==> src/rstc_defs.vh <==
// register map, field positions and counts for the reset source controller
`ifndef RSTC_DEFS_VH
`define RSTC_DEFS_VH

// register indexes; byte address is four times the index
`define RSTC_IDX_CAUSE       8'h00
`define RSTC_IDX_SOFT_TRIG   8'h01
`define RSTC_IDX_PROTECT     8'h02
`define RSTC_IDX_FUSE_VIEW   8'h03

// reset_cause_flags field positions
`define RSTC_POWERUP_BIT     0
`define RSTC_BROWNOUT_BIT    1
`define RSTC_PIN_BIT         2
`define RSTC_WATCHDOG_BIT    3
`define RSTC_SOFT_BIT        4
`define RSTC_DEBUG_PORT_BIT  5
`define RSTC_CAUSE_W         6

// software_reset_trigger field position
`define RSTC_SOFT_ENABLE_BIT 0

// reset values
`define RSTC_CAUSE_RST       6'h01
`define RSTC_SUT_RST         3'h0

// unlock key (arbitrary value) and window length in bus transfers
`define RSTC_UNLOCK_KEY      8'hA5
`define RSTC_UNLOCK_WIN      3'h4

// internal initialization lengths in pclk cycles
`define RSTC_INIT_BASE       16'h0040
`define RSTC_SUT_STEP        16'h0100
`define RSTC_CRC_EXTRA       16'h0800

`endif

==> src/rstc_reset_controller.v <==
// reset source controller: request gathering, sequencing, cause flags, apb
// How it works
// record the causing source after each reset
// power-on leaves only the power-on flag
// flags kept until written one; zero ignored
// every reset reloads fuse-loaded registers
// power-on request always enabled, both directions
// writing one to enable bit starts reset
// soft reset immediate, held until sequence ends
// pin low requests reset when fuse enables
// watchdog request enters reset
// debug request comes only from external debugger
// power-on resets every domain, override unavailable
// brown-out and user resets touch fewer domains
// init runs after release, fuse-lengthened
// controller works in every active and sleep mode
// software writes key then guarded write soon
// unguarded trigger write leaves register unchanged
// flag bits five to two per source
// power-on clears all flags but power-on
// trigger register index one, enable bit zero
// bit one brown-out, bit zero power-on
// enable bit always reads zero
// no other flag after power-on until boot
// every source active in episode is flagged; not one seen only in the reload cycle, nor others in power-on episodes
//
// Local design decision: the APB register port.
`timescale 1ns/1ps
`include "rstc_defs.vh"

module rstc_reset_controller #(
    parameter [15:0] INIT_BASE  = `RSTC_INIT_BASE,
    parameter [15:0] SUT_STEP   = `RSTC_SUT_STEP,
    parameter [15:0] CRC_EXTRA  = `RSTC_CRC_EXTRA,
    parameter [7:0]  UNLOCK_KEY = `RSTC_UNLOCK_KEY,
    parameter [2:0]  UNLOCK_WIN = `RSTC_UNLOCK_WIN
) (
    // clock and reset
    input  wire        pclk,
    input  wire        presetn,
    // apb slave
    input  wire        psel,
    input  wire        penable,
    input  wire        pwrite,
    input  wire [11:0] paddr,
    input  wire [31:0] pwdata,
    input  wire [3:0]  pstrb,
    output wire [31:0] prdata,
    output wire        pready,
    output wire        pslverr,
    // reset requests
    input  wire        por_req,
    input  wire        bod_req,
    input  wire        rst_pin_n,
    input  wire        wdt_req,
    input  wire        dbg_req,
    // fuse values
    input  wire        fuse_rst_pin_en,
    input  wire [2:0]  fuse_startup_time,
    input  wire        fuse_crc_select,
    // domain resets and status
    output wire        fuse_reload,
    output wire        sys_rst_n,
    output wire        dbg_rst_n,
    output wire        ovr_rst_n,
    output wire        bodcfg_rst_n,
    output wire        ovr_avail,
    output wire        reset_active
);

    localparam [3:0] ST_HOLD   = 4'h1;
    localparam [3:0] ST_RELOAD = 4'h2;
    localparam [3:0] ST_INIT   = 4'h4;
    localparam [3:0] ST_RUN    = 4'h8;

    // synchronisers: por, bod, pin, wdt, dbg
    reg  [4:0]  meta_ff;
    reg  [4:0]  sync_ff;

    // sequencer state
    reg  [3:0]  state_ff;
    reg  [3:0]  nxt_state;
    reg  [5:0]  pend_ff;
    reg  [5:0]  nxt_pend;
    reg         por_ep_ff;
    reg         nxt_por_ep;
    reg         bod_ep_ff;
    reg         nxt_bod_ep;
    reg  [15:0] cnt_ff;
    reg  [15:0] nxt_cnt;
    reg  [5:0]  flags_ff;
    reg  [5:0]  nxt_flags;
    reg         done;

    // fuse-loaded registers
    reg         pin_en_ff;
    reg  [2:0]  sut_ff;
    reg         crc_ff;

    // apb response
    reg         pready_ff;
    reg         pslverr_ff;
    reg  [31:0] prdata_ff;
    reg  [31:0] rd_word;
    reg         rd_map;

    // domain reset outputs
    reg         fuse_reload_ff;
    reg         sys_rst_n_ff;
    reg         dbg_rst_n_ff;
    reg         ovr_rst_n_ff;
    reg         bodcfg_rst_n_ff;
    reg         ovr_avail_ff;
    reg         reset_active_ff;

    wire        in_run;
    wire [7:0]  reg_idx;
    wire        addr_ok;
    wire        xfer_done;
    wire        wr_done;
    wire        unlocked;
    wire        key_hit;
    wire        trig_hit;
    wire        swr_req;
    wire [5:0]  req_vec;
    wire        req_any;
    wire [5:0]  clr_vec;
    wire        nxt_notrun;

    // cycles of internal initialization after every request is gone
    function [15:0] init_len;
        input [2:0] startup_time_fuse;
        input       crc;
        begin
            init_len = INIT_BASE + (SUT_STEP * {13'h0000, startup_time_fuse});
            if (crc) begin
                init_len = init_len + CRC_EXTRA;
            end
        end
    endfunction

    // true for a mapped word-aligned register index
    function hit_idx;
        input [11:0] addr;
        input [7:0]  idx;
        begin
            hit_idx = (addr[1:0] == 2'h0) && (addr[11:10] == 2'h0) &&
                      (addr[9:2] == idx);
        end
    endfunction

    // two flops on every asynchronous request
    always @(posedge pclk or negedge presetn) begin
        if (!presetn) begin
            meta_ff <= 5'h00;
            sync_ff <= 5'h00;
        end else begin
            meta_ff <= {dbg_req, wdt_req, ~rst_pin_n, bod_req, por_req};
            sync_ff <= meta_ff;
        end
    end

    // bus decode; writes take effect at the completing edge only
    assign reg_idx   = paddr[9:2];
    assign addr_ok   = hit_idx(paddr, `RSTC_IDX_CAUSE) ||
                       hit_idx(paddr, `RSTC_IDX_SOFT_TRIG) ||
                       hit_idx(paddr, `RSTC_IDX_PROTECT) ||
                       hit_idx(paddr, `RSTC_IDX_FUSE_VIEW);
    assign xfer_done = psel && penable && pready_ff;
    assign wr_done   = xfer_done && pwrite && addr_ok && pstrb[0];
    assign key_hit   = wr_done && (reg_idx == `RSTC_IDX_PROTECT) &&
                       (pwdata[7:0] == UNLOCK_KEY);
    assign trig_hit  = wr_done && (reg_idx == `RSTC_IDX_SOFT_TRIG);
    assign swr_req   = trig_hit && unlocked &&
                       pwdata[`RSTC_SOFT_ENABLE_BIT];
    assign clr_vec   = (wr_done && (reg_idx == `RSTC_IDX_CAUSE)) ?
                       pwdata[5:0] : 6'h00;

    rstc_unlock #(
        .UNLOCK_WIN (UNLOCK_WIN)
    ) u_unlock (
        .pclk      (pclk),
        .presetn   (presetn),
        .key_hit   (key_hit),
        .prot_hit  (trig_hit),
        .xfer_done (xfer_done),
        .unlocked  (unlocked)
    );

    // request vector lines up with the cause flag positions
    assign req_vec[`RSTC_POWERUP_BIT]    = sync_ff[0];
    assign req_vec[`RSTC_BROWNOUT_BIT]   = sync_ff[1];
    assign req_vec[`RSTC_PIN_BIT]        = sync_ff[2] && pin_en_ff;
    assign req_vec[`RSTC_WATCHDOG_BIT]   = sync_ff[3];
    assign req_vec[`RSTC_SOFT_BIT]       = swr_req;
    assign req_vec[`RSTC_DEBUG_PORT_BIT] = sync_ff[4];
    assign req_any = |req_vec;
    assign in_run  = (state_ff == ST_RUN);

    // sequencer: hold while requested, reload fuses, initialize, run
    always @* begin
        nxt_state  = state_ff;
        nxt_pend   = pend_ff;
        nxt_por_ep = por_ep_ff;
        nxt_bod_ep = bod_ep_ff;
        nxt_cnt    = cnt_ff;
        done       = 1'b0;
        case (state_ff)
            ST_RUN: begin
                if (req_any) begin
                    nxt_state  = ST_HOLD;
                    nxt_pend   = req_vec;
                    nxt_por_ep = req_vec[`RSTC_POWERUP_BIT];
                    nxt_bod_ep = req_vec[`RSTC_BROWNOUT_BIT];
                end
            end
            ST_HOLD: begin
                nxt_pend   = pend_ff | req_vec;
                nxt_por_ep = por_ep_ff | req_vec[`RSTC_POWERUP_BIT];
                nxt_bod_ep = bod_ep_ff | req_vec[`RSTC_BROWNOUT_BIT];
                if (!req_any) begin
                    nxt_state = ST_RELOAD;
                end
            end
            ST_RELOAD: begin
                nxt_cnt = init_len(fuse_startup_time,
                                   fuse_crc_select);
                nxt_state = ST_INIT;
                if (req_any) begin
                    nxt_state = ST_HOLD;
                end
            end
            ST_INIT: begin
                if (req_any) begin
                    nxt_state  = ST_HOLD;
                    nxt_pend   = pend_ff | req_vec;
                    nxt_por_ep = por_ep_ff | req_vec[`RSTC_POWERUP_BIT];
                    nxt_bod_ep = bod_ep_ff | req_vec[`RSTC_BROWNOUT_BIT];
                end else if (cnt_ff <= 16'h0001) begin
                    nxt_state = ST_RUN;
                    done      = 1'b1;
                end else begin
                    nxt_cnt = cnt_ff - 16'h0001;
                end
            end
            default: begin
                nxt_state = ST_HOLD;
            end
        endcase
    end

    // cause flags: a set at episode end wins over a same-cycle clear
    always @* begin
        nxt_flags = flags_ff & ~clr_vec;
        if (done) begin
            if (por_ep_ff) begin
                nxt_flags = `RSTC_CAUSE_RST;
            end else begin
                nxt_flags = nxt_flags | pend_ff;
            end
        end
    end

    always @(posedge pclk or negedge presetn) begin
        if (!presetn) begin
            state_ff   <= ST_HOLD;
            pend_ff    <= `RSTC_CAUSE_RST;
            por_ep_ff  <= 1'b1;
            bod_ep_ff  <= 1'b0;
            cnt_ff     <= 16'h0000;
            flags_ff   <= `RSTC_CAUSE_RST;
        end else begin
            state_ff   <= nxt_state;
            pend_ff    <= nxt_pend;
            por_ep_ff  <= nxt_por_ep;
            bod_ep_ff  <= nxt_bod_ep;
            cnt_ff     <= nxt_cnt;
            flags_ff   <= nxt_flags;
        end
    end

    // fuse-loaded registers refresh in every episode
    always @(posedge pclk or negedge presetn) begin
        if (!presetn) begin
            pin_en_ff <= 1'b0;
            sut_ff    <= `RSTC_SUT_RST;
            crc_ff    <= 1'b0;
        end else if (state_ff == ST_RELOAD) begin
            pin_en_ff <= fuse_rst_pin_en;
            sut_ff    <= fuse_startup_time;
            crc_ff    <= fuse_crc_select;
        end
    end

    // domain resets follow the kind of episode
    assign nxt_notrun = (nxt_state != ST_RUN);

    always @(posedge pclk or negedge presetn) begin
        if (!presetn) begin
            fuse_reload_ff  <= 1'b0;
            sys_rst_n_ff    <= 1'b0;
            dbg_rst_n_ff    <= 1'b0;
            ovr_rst_n_ff    <= 1'b0;
            bodcfg_rst_n_ff <= 1'b0;
            ovr_avail_ff    <= 1'b0;
            reset_active_ff <= 1'b1;
        end else begin
            fuse_reload_ff  <= (nxt_state == ST_RELOAD);
            sys_rst_n_ff    <= ~nxt_notrun;
            dbg_rst_n_ff    <= ~(nxt_notrun &&
                                 (nxt_por_ep || nxt_bod_ep));
            ovr_rst_n_ff    <= ~(nxt_notrun && nxt_por_ep);
            bodcfg_rst_n_ff <= ~(nxt_notrun && nxt_por_ep);
            ovr_avail_ff    <= ~(nxt_notrun && nxt_por_ep);
            reset_active_ff <= nxt_notrun;
        end
    end

    // read mux
    always @* begin
        rd_word = 32'h00000000;
        rd_map  = addr_ok;
        case (reg_idx)
            `RSTC_IDX_CAUSE: begin
                rd_word = {26'h0000000, flags_ff};
            end
            `RSTC_IDX_SOFT_TRIG: begin
                rd_word = 32'h00000000;
            end
            `RSTC_IDX_PROTECT: begin
                rd_word = {31'h00000000, unlocked};
            end
            `RSTC_IDX_FUSE_VIEW: begin
                rd_word = {26'h0000000, ~in_run, crc_ff, sut_ff, pin_en_ff};
            end
            default: begin
                rd_word = 32'h00000000;
            end
        endcase
        if (!addr_ok) begin
            rd_word = 32'h00000000;
        end
    end

    // one wait state: pready rises in the second access cycle
    always @(posedge pclk or negedge presetn) begin
        if (!presetn) begin
            pready_ff  <= 1'b0;
            pslverr_ff <= 1'b0;
            prdata_ff  <= 32'h00000000;
        end else if (psel && penable && !pready_ff) begin
            pready_ff  <= 1'b1;
            pslverr_ff <= ~rd_map;
            prdata_ff  <= pwrite ? 32'h00000000 : rd_word;
        end else begin
            pready_ff  <= 1'b0;
            pslverr_ff <= 1'b0;
            prdata_ff  <= 32'h00000000;
        end
    end

    assign prdata       = prdata_ff;
    assign pready       = pready_ff;
    assign pslverr      = pslverr_ff;
    assign fuse_reload  = fuse_reload_ff;
    assign sys_rst_n    = sys_rst_n_ff;
    assign dbg_rst_n    = dbg_rst_n_ff;
    assign ovr_rst_n    = ovr_rst_n_ff;
    assign bodcfg_rst_n = bodcfg_rst_n_ff;
    assign ovr_avail    = ovr_avail_ff;
    assign reset_active = reset_active_ff;

endmodule

==> src/rstc_unlock.v <==
// unlock window for the protected software reset trigger register
`timescale 1ns/1ps
`include "rstc_defs.vh"

module rstc_unlock #(
    parameter [2:0] UNLOCK_WIN = `RSTC_UNLOCK_WIN
) (
    // clock and reset
    input  wire       pclk,
    input  wire       presetn,
    // bus events
    input  wire       key_hit,
    input  wire       prot_hit,
    input  wire       xfer_done,
    // window state
    output wire       unlocked
);

    reg  [2:0] win_ff;
    reg  [2:0] nxt_win;

    // opens on the key, counts bus transfers, closes on the guarded write
    always @* begin
        nxt_win = win_ff;
        if (key_hit) begin
            nxt_win = UNLOCK_WIN;
        end else if (prot_hit) begin
            nxt_win = 3'h0;
        end else if (xfer_done && (win_ff != 3'h0)) begin
            nxt_win = win_ff - 3'h1;
        end
    end

    always @(posedge pclk or negedge presetn) begin
        if (!presetn) begin
            win_ff <= 3'h0;
        end else begin
            win_ff <= nxt_win;
        end
    end

    assign unlocked = (win_ff != 3'h0);

endmodule

==> config.mk <==
export PLATFORM = sky130hd
export DESIGN_NAME = rstc_reset_controller
export DESIGN_NICKNAME = d
export VERILOG_FILES = /design/src/rstc_reset_controller.v /design/src/rstc_unlock.v
export VERILOG_INCLUDE_DIRS = /design/src
export SDC_FILE = /design/constraint.sdc
export NUM_CORES = 1
export LEC_CHECK = 0
export ABC_AREA = 1
export BUFFER_PORTS_ARGS = -buffer_cell sky130_fd_sc_hd__clkbuf_2
export CORE_ASPECT_RATIO = 1.5
export CORE_MARGIN = 3
export CORE_UTILIZATION = 48
export DETAILED_ROUTE_END_ITERATION = 8
export PLACE_DENSITY = 0.77
export SLEW_MARGIN = 20
export SYNTH_ARGS = -nofsm -noshare
export SYNTH_HDL_FRONTEND = slang
export SYNTH_HIERARCHICAL = 1
export SYNTH_SLANG_ARGS = --single-unit
==> constraint.sdc <==
create_clock -name pclk -period 2 [get_ports pclk]
set_clock_uncertainty 0.2 [all_clocks]
set_input_delay 0.1 -clock pclk [delete_from_list [all_inputs] [get_ports pclk]]
set_output_delay 0.1 -clock pclk [all_outputs]
set_load 0.005 [all_outputs]
==> results of run 1 <==
==> through the flow <==
step | std cells | setup WS (ns) | utilization (%) | cell area [um^2] | power (mW)
2_1_floorplan | 478 | 0.115 | - | 3910 | 1.76
3_3_place_gp | 617 | 0.0564 | 54.5 | 4180 | 1.88
3_5_place_dp | 617 | -0.0208 | 54.5 | 4180 | 1.91
4_1_cts | 657 | 0.0152 | 61.9 | 4750 | 3.49
5_1_grt | 661 | -0.0509 | 62.9 | 4820 | 3.63
6_report | 661 | 0.0347 | 62.9 | 4820 | 3.48
==> final cells by class <==
cell class                 instances  share of cell area [%]
sequential                        65                    34.0
clock inverter                     5                    1.14
clock buffer                      11                    5.04
multi-input combinational        330                    39.1
tap                              102                    2.65
inverter                          51                    3.97
timing repair buffer              97                    14.1
==> kinds of logic after synthesis <==
group           share of synthesized area, %
fa+ha+maj                               1.31
mux                                    0.263
xor+xnor                                2.30
flops                                   42.8
other cells                           0.0984
compound gates                          7.35
simple gates                            33.7
buf+inv                                 12.1
==> synthesized netlist by cell type (all sizes together) <==
cell    instances  share of area (%)
buf            32                7.0
a22o            2               0.46
nand3b          3               0.59
a21oi           2               0.26
nor4            3               0.89
dfrtp          60                 39
or2             8                1.3
o21bai          1               0.20
a211oi          1               0.20
nor2           50                6.8
o21ai          31                5.5
o211ai          1               0.20
a21o            1               0.20
xnor2           2               0.46
mux2i           1               0.26
nand4          14                2.9
dfstp           5                3.4
xor2            8                1.8
nand3          34                4.9
nand2         129                 15
conb            1              0.098
inv            51                5.0
clkbuf          1              0.098
nor3            7                1.2
a21boi          1               0.30
ha              4                1.3
==> worst max path at each step <==
stage / from / slack, ns / end / cells after the start
after floorplan: cnt_ff[0] / 0.12 / cnt_ff[6] / 11
after global placement: cnt_ff[0] / 0.06 / cnt_ff[0] / 10
after detailed placement: cnt_ff[0] / -0.02 / cnt_ff[13] / 9
after CTS: cnt_ff[8] / 0.02 / cnt_ff[9] / 11
after global routing: cnt_ff[0] / -0.05 / cnt_ff[9] / 12
final: cnt_ff[0] / 0.03 / cnt_ff[9] / 12
==> state kept, by name (all words and copies together), names as in the netlist, 3 cells and up <==
register and flops:
cnt_ff 16, flags_ff 6, meta_ff 5, pend_ff 6, prdata 6, state_ff 4
sut_ff 3, sync_ff 5, u_unlock/win_ff 3
==> layer usage <==
layer	up-vias	global-route usage, %
met5	-	0
met4	0	8.75
met3	22	5.80
met2	99	36.3
met1	1500	21.1
li1	1603	-
==> tightest hold or removal path, delay by kind of cell <==
kind | cells | cell delay, ns
compound gates | 1 | 0.10
buf+inv | 1 | 0.10
simple gates | 2 | 0.21
==> layout by cell type, fill, tap and decap left out, types with 3 or more instances in the layout <==
master / count
o21ai_2: 12
inv_2: 6
o21ai_0: 13
inv_1: 45
nand2_2: 16
nand2_4: 6
buf_4: 25
dfrtp_2: 4
nor2_1: 31
nand3_1: 32
nor2_2: 12
nand4_1: 12
nand3b_1: 3
o21ai_1: 5
nand2_1: 106
nor3_1: 6
xor2_1: 8
clkbuf_16: 9
or2_2: 8
clkbuf_2: 50
conb_1: 26
nor2_4: 6
dlygate4sd3_1: 20
dfrtp_1: 56
dfstp_2: 5
==> power by group <==
part / total [mW] / switching, mW / internal, mW
clock: 1.54 / 0.552 / 0.992
sequential: 1.43 / 0.0486 / 1.38
combinational: 0.501 / 0.280 / 0.220
total: 3.48 / 0.881 / 2.60
==> what timing repair did <==
item / in CTS / in global routing
setup endpoints to repair: 19 / 18
hold buffers: 20 / 0
pin swaps: 4 / 4
endpoints found under the hold margin: 85 / 0
gates resized for setup: 7 / 12
setup buffers: 3 / 4
gates cloned: 1 / 0
==> flow_summary.toml, run 1 <==
[power]
vdd_drop_max_uv = 509
powerDensity_mw_per_mm2 = 722
p_leak_nw = 2.50

[drt]
top_layer = "met4"
wl_per_cell_um = 12.9
ant_nets = 0
via_count = 3224
drt-met1-wl_um = 3390
route.detailed.drc = 0
met2_length_um = 4420
routed_wl_um = 8540
first_iter_violations = 151
vias_per_cell = 4.88
firstDrtPassIters = 4
route.met3.wl_um = 475

[setup_path]
crit_buf_inv = 4
crit_arrival_ns = 1.99
worstSetupStartpointType = "flip-flop"
r2r_end = "cnt_ff[9]"
cpMostUsedCell = "nand2_2"
cp_top_family = "buffers and inverters"
crit_fanout = 5
rrSetupSlack_ns = 0.03
crit_slowest_cell = "dfrtp_1"
worst_ep_required_time_ns = 2.02
crit_type = "reg -> reg"
crit_path_max_incr_delay_ns = 0.44
cp_cell_sequence = "inv_2 > ha_4 > nand2_2 > nor2_4 > nand2_2 > nand2_4 > o21ai_4 > buf_12 > buf_4 > buf_4 > nand3_1 > nand2_2"
ff2ff_path_depth = 12
crit_path_end_kind = "flip-flop"
worstReg2RegStart = "cnt_ff[0]"

[global_route]
antenna_found_initial = 0
gr-usage-all-layers_pct = 19.9
grt_pass1_vias = 3178
grt_max_degree = 66
overflow = 0
grt_pass1_wl_um = 13900

[timing]
timing.final.crit_share_pct = 98.3
whs_ns = 0.0243
setup_viol = 0
hold_violations = 0
final.setup.tns_ns = 0
finalCriticalPeriod_ns = 1.97
fmax_mhz = 509
maxSlewViolCount = 0
rsz0062_at_grt = "true"

[clock_tree]
path_clk_slew_ns = 0.05
htreeDepth = 3
clockBufferDepth = 2
numCtsBuffers = 9
cts_tree = "done"
clk_latency_ns = 0.33
root_buffer = "clkbuf_16"
cts.sinks = 65

[place]
port-buffer-count = 50
hpwlAfterDp_um = 5990
place_congestion = 0.873

[yosys]
ys_seq_elements = 65
seq_area_frac_synth_pct = 42.8
synth_area_per_cell_um2 = 8.42
syn_area_mm2 = 0.00381
synthDistinctLibCells = 45
postSynthCellCount = 453
yosys_warnings = 6

[die]
dieArea_mm2 = 0.00907
ios = 104
core_mm2 = 0.00766
die_w_um = 78.8
num_rows = 39
initial_utilization_pct = 49.8
die_h_um = 115

[worst_hold_path]
holdPathEnd = "flags_ff[4]"
min-delay-start = "pwdata[4]"
hold_depth = 4
hp-class = "in -> reg"

[finish]
drive_above_1_share_pct = 32.2
final-seq-area_mm2 = 0.00164
nets = 621
multi_input_area_mm2 = 0.00188
syn2layout_area_growth_pct = 26.4
n_fill_cell = 631
n_antenna_cell = 0

[job]
maxCapViolations = 0

[status]
status = "finished clean"
Power figures use the tool's default switching activity.
==> inputs of run 2 (changes only) <==
Settings changed: ABC_AREA 1 to not set, CORE_UTILIZATION 48 to 46, PLACE_DENSITY 0.77 to 0.76.
==> flow_summary.toml, run 2 <==
[status]
status = "finished, violations left"
violations = "setup timing"

[clock_tree]
root_buffer = "clkbuf_8"
numCtsBuffers = 9
path_clk_slew_ns = 0.08
cts.sinks = 65
clk_latency_ns = 0.35
cts_tree = "done"
clockBufferDepth = 2
htreeDepth = 3

[finish]
top_register = "cnt_ff"
final_core_util_pct = 71.0
multi_input_area_mm2 = 0.00165
final_area_mm2 = 0.00473
drive_above_1_share_pct = 42.6
layout_common_cells = "buf_4 (64), dfrtp_1 (60), clkbuf_2 (50)"
largest_reg_flops = 16
nets = 531
n_fill_cell = 423
finalNonFillerCells = 545
final_common_cell = "buf_4"
syn2layout_area_growth_pct = 45.3
n_antenna_cell = 0
final-seq-area_mm2 = 0.00163

[setup_path]
crit_path_end_kind = "flip-flop"
crit_type = "reg -> reg"
crit_slowest_cell = "or4_4"
cp_top_family = "simple AND/OR/NAND/NOR gates"
crit_path_max_incr_delay_ns = 0.55
crit_buf_inv = 0
worstSetupStartpointType = "flip-flop"
crit_arrival_ns = 2.34
cpMostUsedCell = "or4_4"
cp_cell_sequence = "or4_4 > a21oi_4 > o21a_4 > o22ai_4 > or4_4 > a21oi_2"
crit_fanout = 6
worst_ep_required_time_ns = 2.08

[yosys]
synth.most_common_cell = "dfrtp_1"
yosys_warnings = 6
ys_seq_elements = 65
yosys-top-cells-count = "dfrtp_1 (60), nand2_1 (43), buf_4 (28)"
synth_top_area_cell = "dfrtp_1"
synth_top_area_share_pct = 46.1
ys_async_sr_fraction_pct = 100
synthFlopType = "dfrtp_1"
synth_edf_count = 0
synth_area_per_cell_um2 = 10.3
synthDistinctLibCells = 64
synthTopCellsByArea = "dfrtp_1 (46%), buf_4 (6.5%), nand2_1 (5.0%)"
syn_area_mm2 = 0.00326
postSynthCellCount = 316
seq_area_frac_synth_pct = 50.2

[timing]
setup_viol = 32
timing.final.crit_share_pct = 113
worst_slack_ns = -0.261
fmax_mhz = 442
finalCriticalPeriod_ns = 2.26
rsz0062_at_grt = "true"
maxSlewViolCount = 0
hold_violations = 0

[place]
port-buffer-count = 50
placed_area_mm2 = 0.00397
place_ws_ns = -0.349
dp.cells = 496
place_congestion = 0.894
hpwlAfterDp_um = 5930

[power]
vdd_drop_max_uv = 423
powerDensity_mw_per_mm2 = 670
p_leak_nw = 2.30

[drt]
first_iter_violations = 198
vias_per_cell = 5.43
wl_per_cell_um = 16.7
ant_nets = 0
routed_wl_um = 9090
route.detailed.drc = 0
firstDrtPassIters = 4
via_count = 2961

[die]
core_mm2 = 0.00667
ios = 104
num_rows = 36
die_w_um = 74.7
die_h_um = 109
initial_utilization_pct = 48.8
dieArea_mm2 = 0.00814

[global_route]
grt_pass1_vias = 2955
overflow = 0
gr-usage-all-layers_pct = 22.1
antenna_found_initial = 0
grt_max_degree = 66
grt_pass1_wl_um = 13500

[job]
maxCapViolations = 0

[worst_hold_path]
hp-class = "in -> reg"
[run 2: repair_timing]
| action | CTS | global route |
|---|---|---|
| hold endpoints to repair | 88 | 0 |
| pin swaps | 9 | 6 |
| gates cloned | 1 | 0 |
| hold buffers | 21 | 0 |
| endpoints found under the setup margin | 30 | 41 |
| resized for setup | 15 | 38 |
| buffers inserted | 6 | 6 |
[run 2: worst paths after layout]
path	start	end	slack, ns	depth (start not counted)
max	sync_ff[4]	cnt_ff[12]	-0.26	6
min	pwrite	prdata[5]	0.01	4
max reg2reg	sync_ff[4]	cnt_ff[12]	-0.26	6
min reg2reg	meta_ff[2]	sync_ff[2]	0.14	0
max in group asynchronous	presetn	pend_ff[0]	1.18	3
min in group asynchronous	presetn	prdata[4]	0.10	3
[run 2: cell families after synthesis]
| family | Yosys count | synth area share, % |
|---|---|---|
| buffers and inverters | 47 | 10.3 |
| AND/OR/NAND/NOR | 123 | 20.8 |
| XOR/XNOR | 2 | 0.538 |
| flip-flops | 65 | 50.2 |
| AO/OA/AOI/OAI | 70 | 15.1 |
| adder cells (fa/ha/maj) | 4 | 1.54 |
| multiplexers | 4 | 1.42 |
| other | 1 | 0.115 |
[run 2: through the flow]
| stage | hold WS, ns | setup TNS, ns | power [mW] |
|---|---|---|---|
| after floorplan | -0.396 | -2.09 | 1.70 |
| after global placement | -0.0588 | -3.80 | 1.87 |
| after detailed placement | -0.0549 | -5.92 | 1.89 |
| after CTS | 0.00688 | -4.34 | 3.15 |
| after global routing | 0.0207 | -7.78 | 3.30 |
| final | 0.0139 | -4.61 | 3.17 |
[run 2: where the power goes]
group / total (mW) / switching [mW] / internal, mW
Combinational: 0.514 / 0.246 / 0.268
Clock: 1.23 / 0.527 / 0.701
Sequential: 1.43 / 0.0467 / 1.38
Total: 3.17 / 0.820 / 2.35
[run 2: worst register-to-register path, delay by kind of cell, from the launching register on]
family	cells	cell delay [ns]
flip-flops	1	0.38
AND/OR/NAND/NOR	2	0.99
AO/OA/AOI/OAI	4	0.63
[run 2: area by class of cell]
class,count,area share (%)
multi-input combinational,230,34.9
sequential,65,34.5
timing repair buffer,147,23.1
clock buffer,9,2.62
clock inverter,7,2.01
tap,76,2.01
inverter,11,0.873
[run 2: per-layer routing]
metal  global-route usage [%]  up-vias  routed length (um)
met3                     4.89       36                 489
li1                         -     1379                   -
met2                     40.1      128                5050
met4                     12.0        0                 371
met5                        0        -                   0
met1                     22.8     1418                3180
==> inputs of run 3 (changes only) <==
Settings changed: SETUP_SLACK_MARGIN set to 0.3.
==> flow_summary.toml, run 3 (synthesis gave the netlist of run 2 again) <==
[status]
status = "finished, violations left"
violations = "setup timing"

[drt]
ant_nets = 0
route.detailed.drc = 0
first_iter_violations = 238
via_count = 3215
routed_wl_um = 10100
firstDrtPassIters = 5
vias_per_cell = 5.75
wl_per_cell_um = 18.0

[setup_path]
crit_slowest_cell = "or4_4"
worst_ep_required_time_ns = 2.02
crit_path_end_kind = "flip-flop"
crit_fanout = 4
crit_path_max_incr_delay_ns = 0.55
crit_arrival_ns = 2.31
worstSetupStartpointType = "flip-flop"
cpMostUsedCell = "buf_4"
cp_cell_sequence = "or4_4 > a21oi_4 > o21a_4 > o221ai_4 > buf_4 > buf_4 > nor3_2 > o22ai_1"
crit_type = "reg -> reg"

[place]
place_ws_ns = -0.309
port-buffer-count = 50
dp.cells = 500
placed_area_mm2 = 0.00401
hpwlAfterDp_um = 5840
place_congestion = 0.876

[timing]
hold_violations = 0
maxSlewViolCount = 0
whs_ns = 0.0579
rsz0062_at_grt = "true"
finalCriticalPeriod_ns = 2.29
timing.final.crit_share_pct = 114
worst_slack_ns = -0.288
setup_viol = 37
fmax_mhz = 437

[clock_tree]
clk_latency_ns = 0.35
root_buffer = "clkbuf_8"
htreeDepth = 3
cts.sinks = 65
numCtsBuffers = 9
path_clk_slew_ns = 0.07
cts_tree = "done"
clockBufferDepth = 2

[finish]
top_register = "cnt_ff"
n_fill_cell = 386
final_common_cell = "buf_4"
drive_above_1_share_pct = 47.6
n_antenna_cell = 0
nets = 545
layout_common_cells = "buf_4 (67), dfrtp_1 (58), clkbuf_2 (50)"
finalNonFillerCells = 559
largest_reg_flops = 16
syn2layout_area_growth_pct = 51.2
final_area_mm2 = 0.00492

[die]
ios = 104
dieArea_mm2 = 0.00814
initial_utilization_pct = 48.8
core_mm2 = 0.00667
num_rows = 36
die_w_um = 74.7
die_h_um = 109

[power]
p_leak_nw = 2.39
vdd_drop_max_uv = 338
p_total_mw = 2.98
powerDensity_mw_per_mm2 = 605

[global_route]
grt_max_degree = 66
grt_pass1_wl_um = 14200
gr-usage-all-layers_pct = 23.1
grt_pass1_vias = 3174
overflow = 0
antenna_found_initial = 0

[worst_hold_path]
hp-class = "in -> reg"

[job]
maxCapViolations = 0
-- run 3: power breakdown --
group | internal [mW] | total [mW] | switching, mW
clock network | 0.476 | 0.970 | 0.495
registers | 1.38 | 1.44 | 0.0525
logic | 0.307 | 0.572 | 0.266
-- run 3: per-stage QoR --
| stage | util [%] | TNS [ns] |
|---|---|---|
| floorplan | - | -2.17 |
| global placement | 60.1 | -3.59 |
| detailed placement | 60.1 | -5.04 |
| CTS | 69.5 | -3.47 |
| global route | 73.9 | -8.71 |
| finish | 73.9 | -6.20 |
-- run 3: what timing repair did --
action | CTS | global route
gates cloned | 1 | 0
setup buffers | 7 | 13
hold buffers | 22 | 0
gates resized for setup | 43 | 44
endpoints found under the hold margin | 93 | 0
pin swaps | 21 | 9
setup endpoints to repair | 52 | 51
-- run 3: per-layer routing --
layer	wire, um	up-vias	global-route usage (%)
met5	0	-	0
met4	508	0	12.0
met3	623	50	4.89
met2	5390	184	42.8
met1	3550	1577	23.5
li1	-	1404	-
-- run 3: worst paths after layout --
kind / start / endpoint / slack (ns) / cells after the start
setup reg to reg: sync_ff[3] / cnt_ff[10] / -0.29 / 8
min in group asynchronous: presetn / fuse_reload / 0.10 / 3
max in group asynchronous: presetn / pend_ff[0] / 1.17 / 3
hold reg to reg: meta_ff[3] / sync_ff[3] / 0.15 / 0
hold / removal: paddr[9] / prdata[1] / 0.06 / 5
setup / recovery: sync_ff[3] / cnt_ff[10] / -0.29 / 8
-- run 3: worst max-delay path: cells and delay by family (launching register included) --
family	cells	cell delay [ns]
AO/OA/AOI/OAI	4	0.61
buffers and inverters	2	0.29
flip-flops	1	0.38
AND/OR/NAND/NOR	2	0.68
-- run 3: cell type report --
| cell class | instances | area [um^2] | share of cell area (%) |
|---|---|---|---|
| Clock buffer | 12 | 145 | 2.95 |
| Timing Repair Buffer | 161 | 1240 | 25.2 |
| Clock inverter | 4 | 20.0 | 0.407 |
| Sequential cell | 65 | 1640 | 33.2 |
| Multi-Input combinational cell | 230 | 1750 | 35.5 |
| Inverter | 11 | 41.3 | 0.839 |
| Tap cell | 76 | 95.1 | 1.93 |
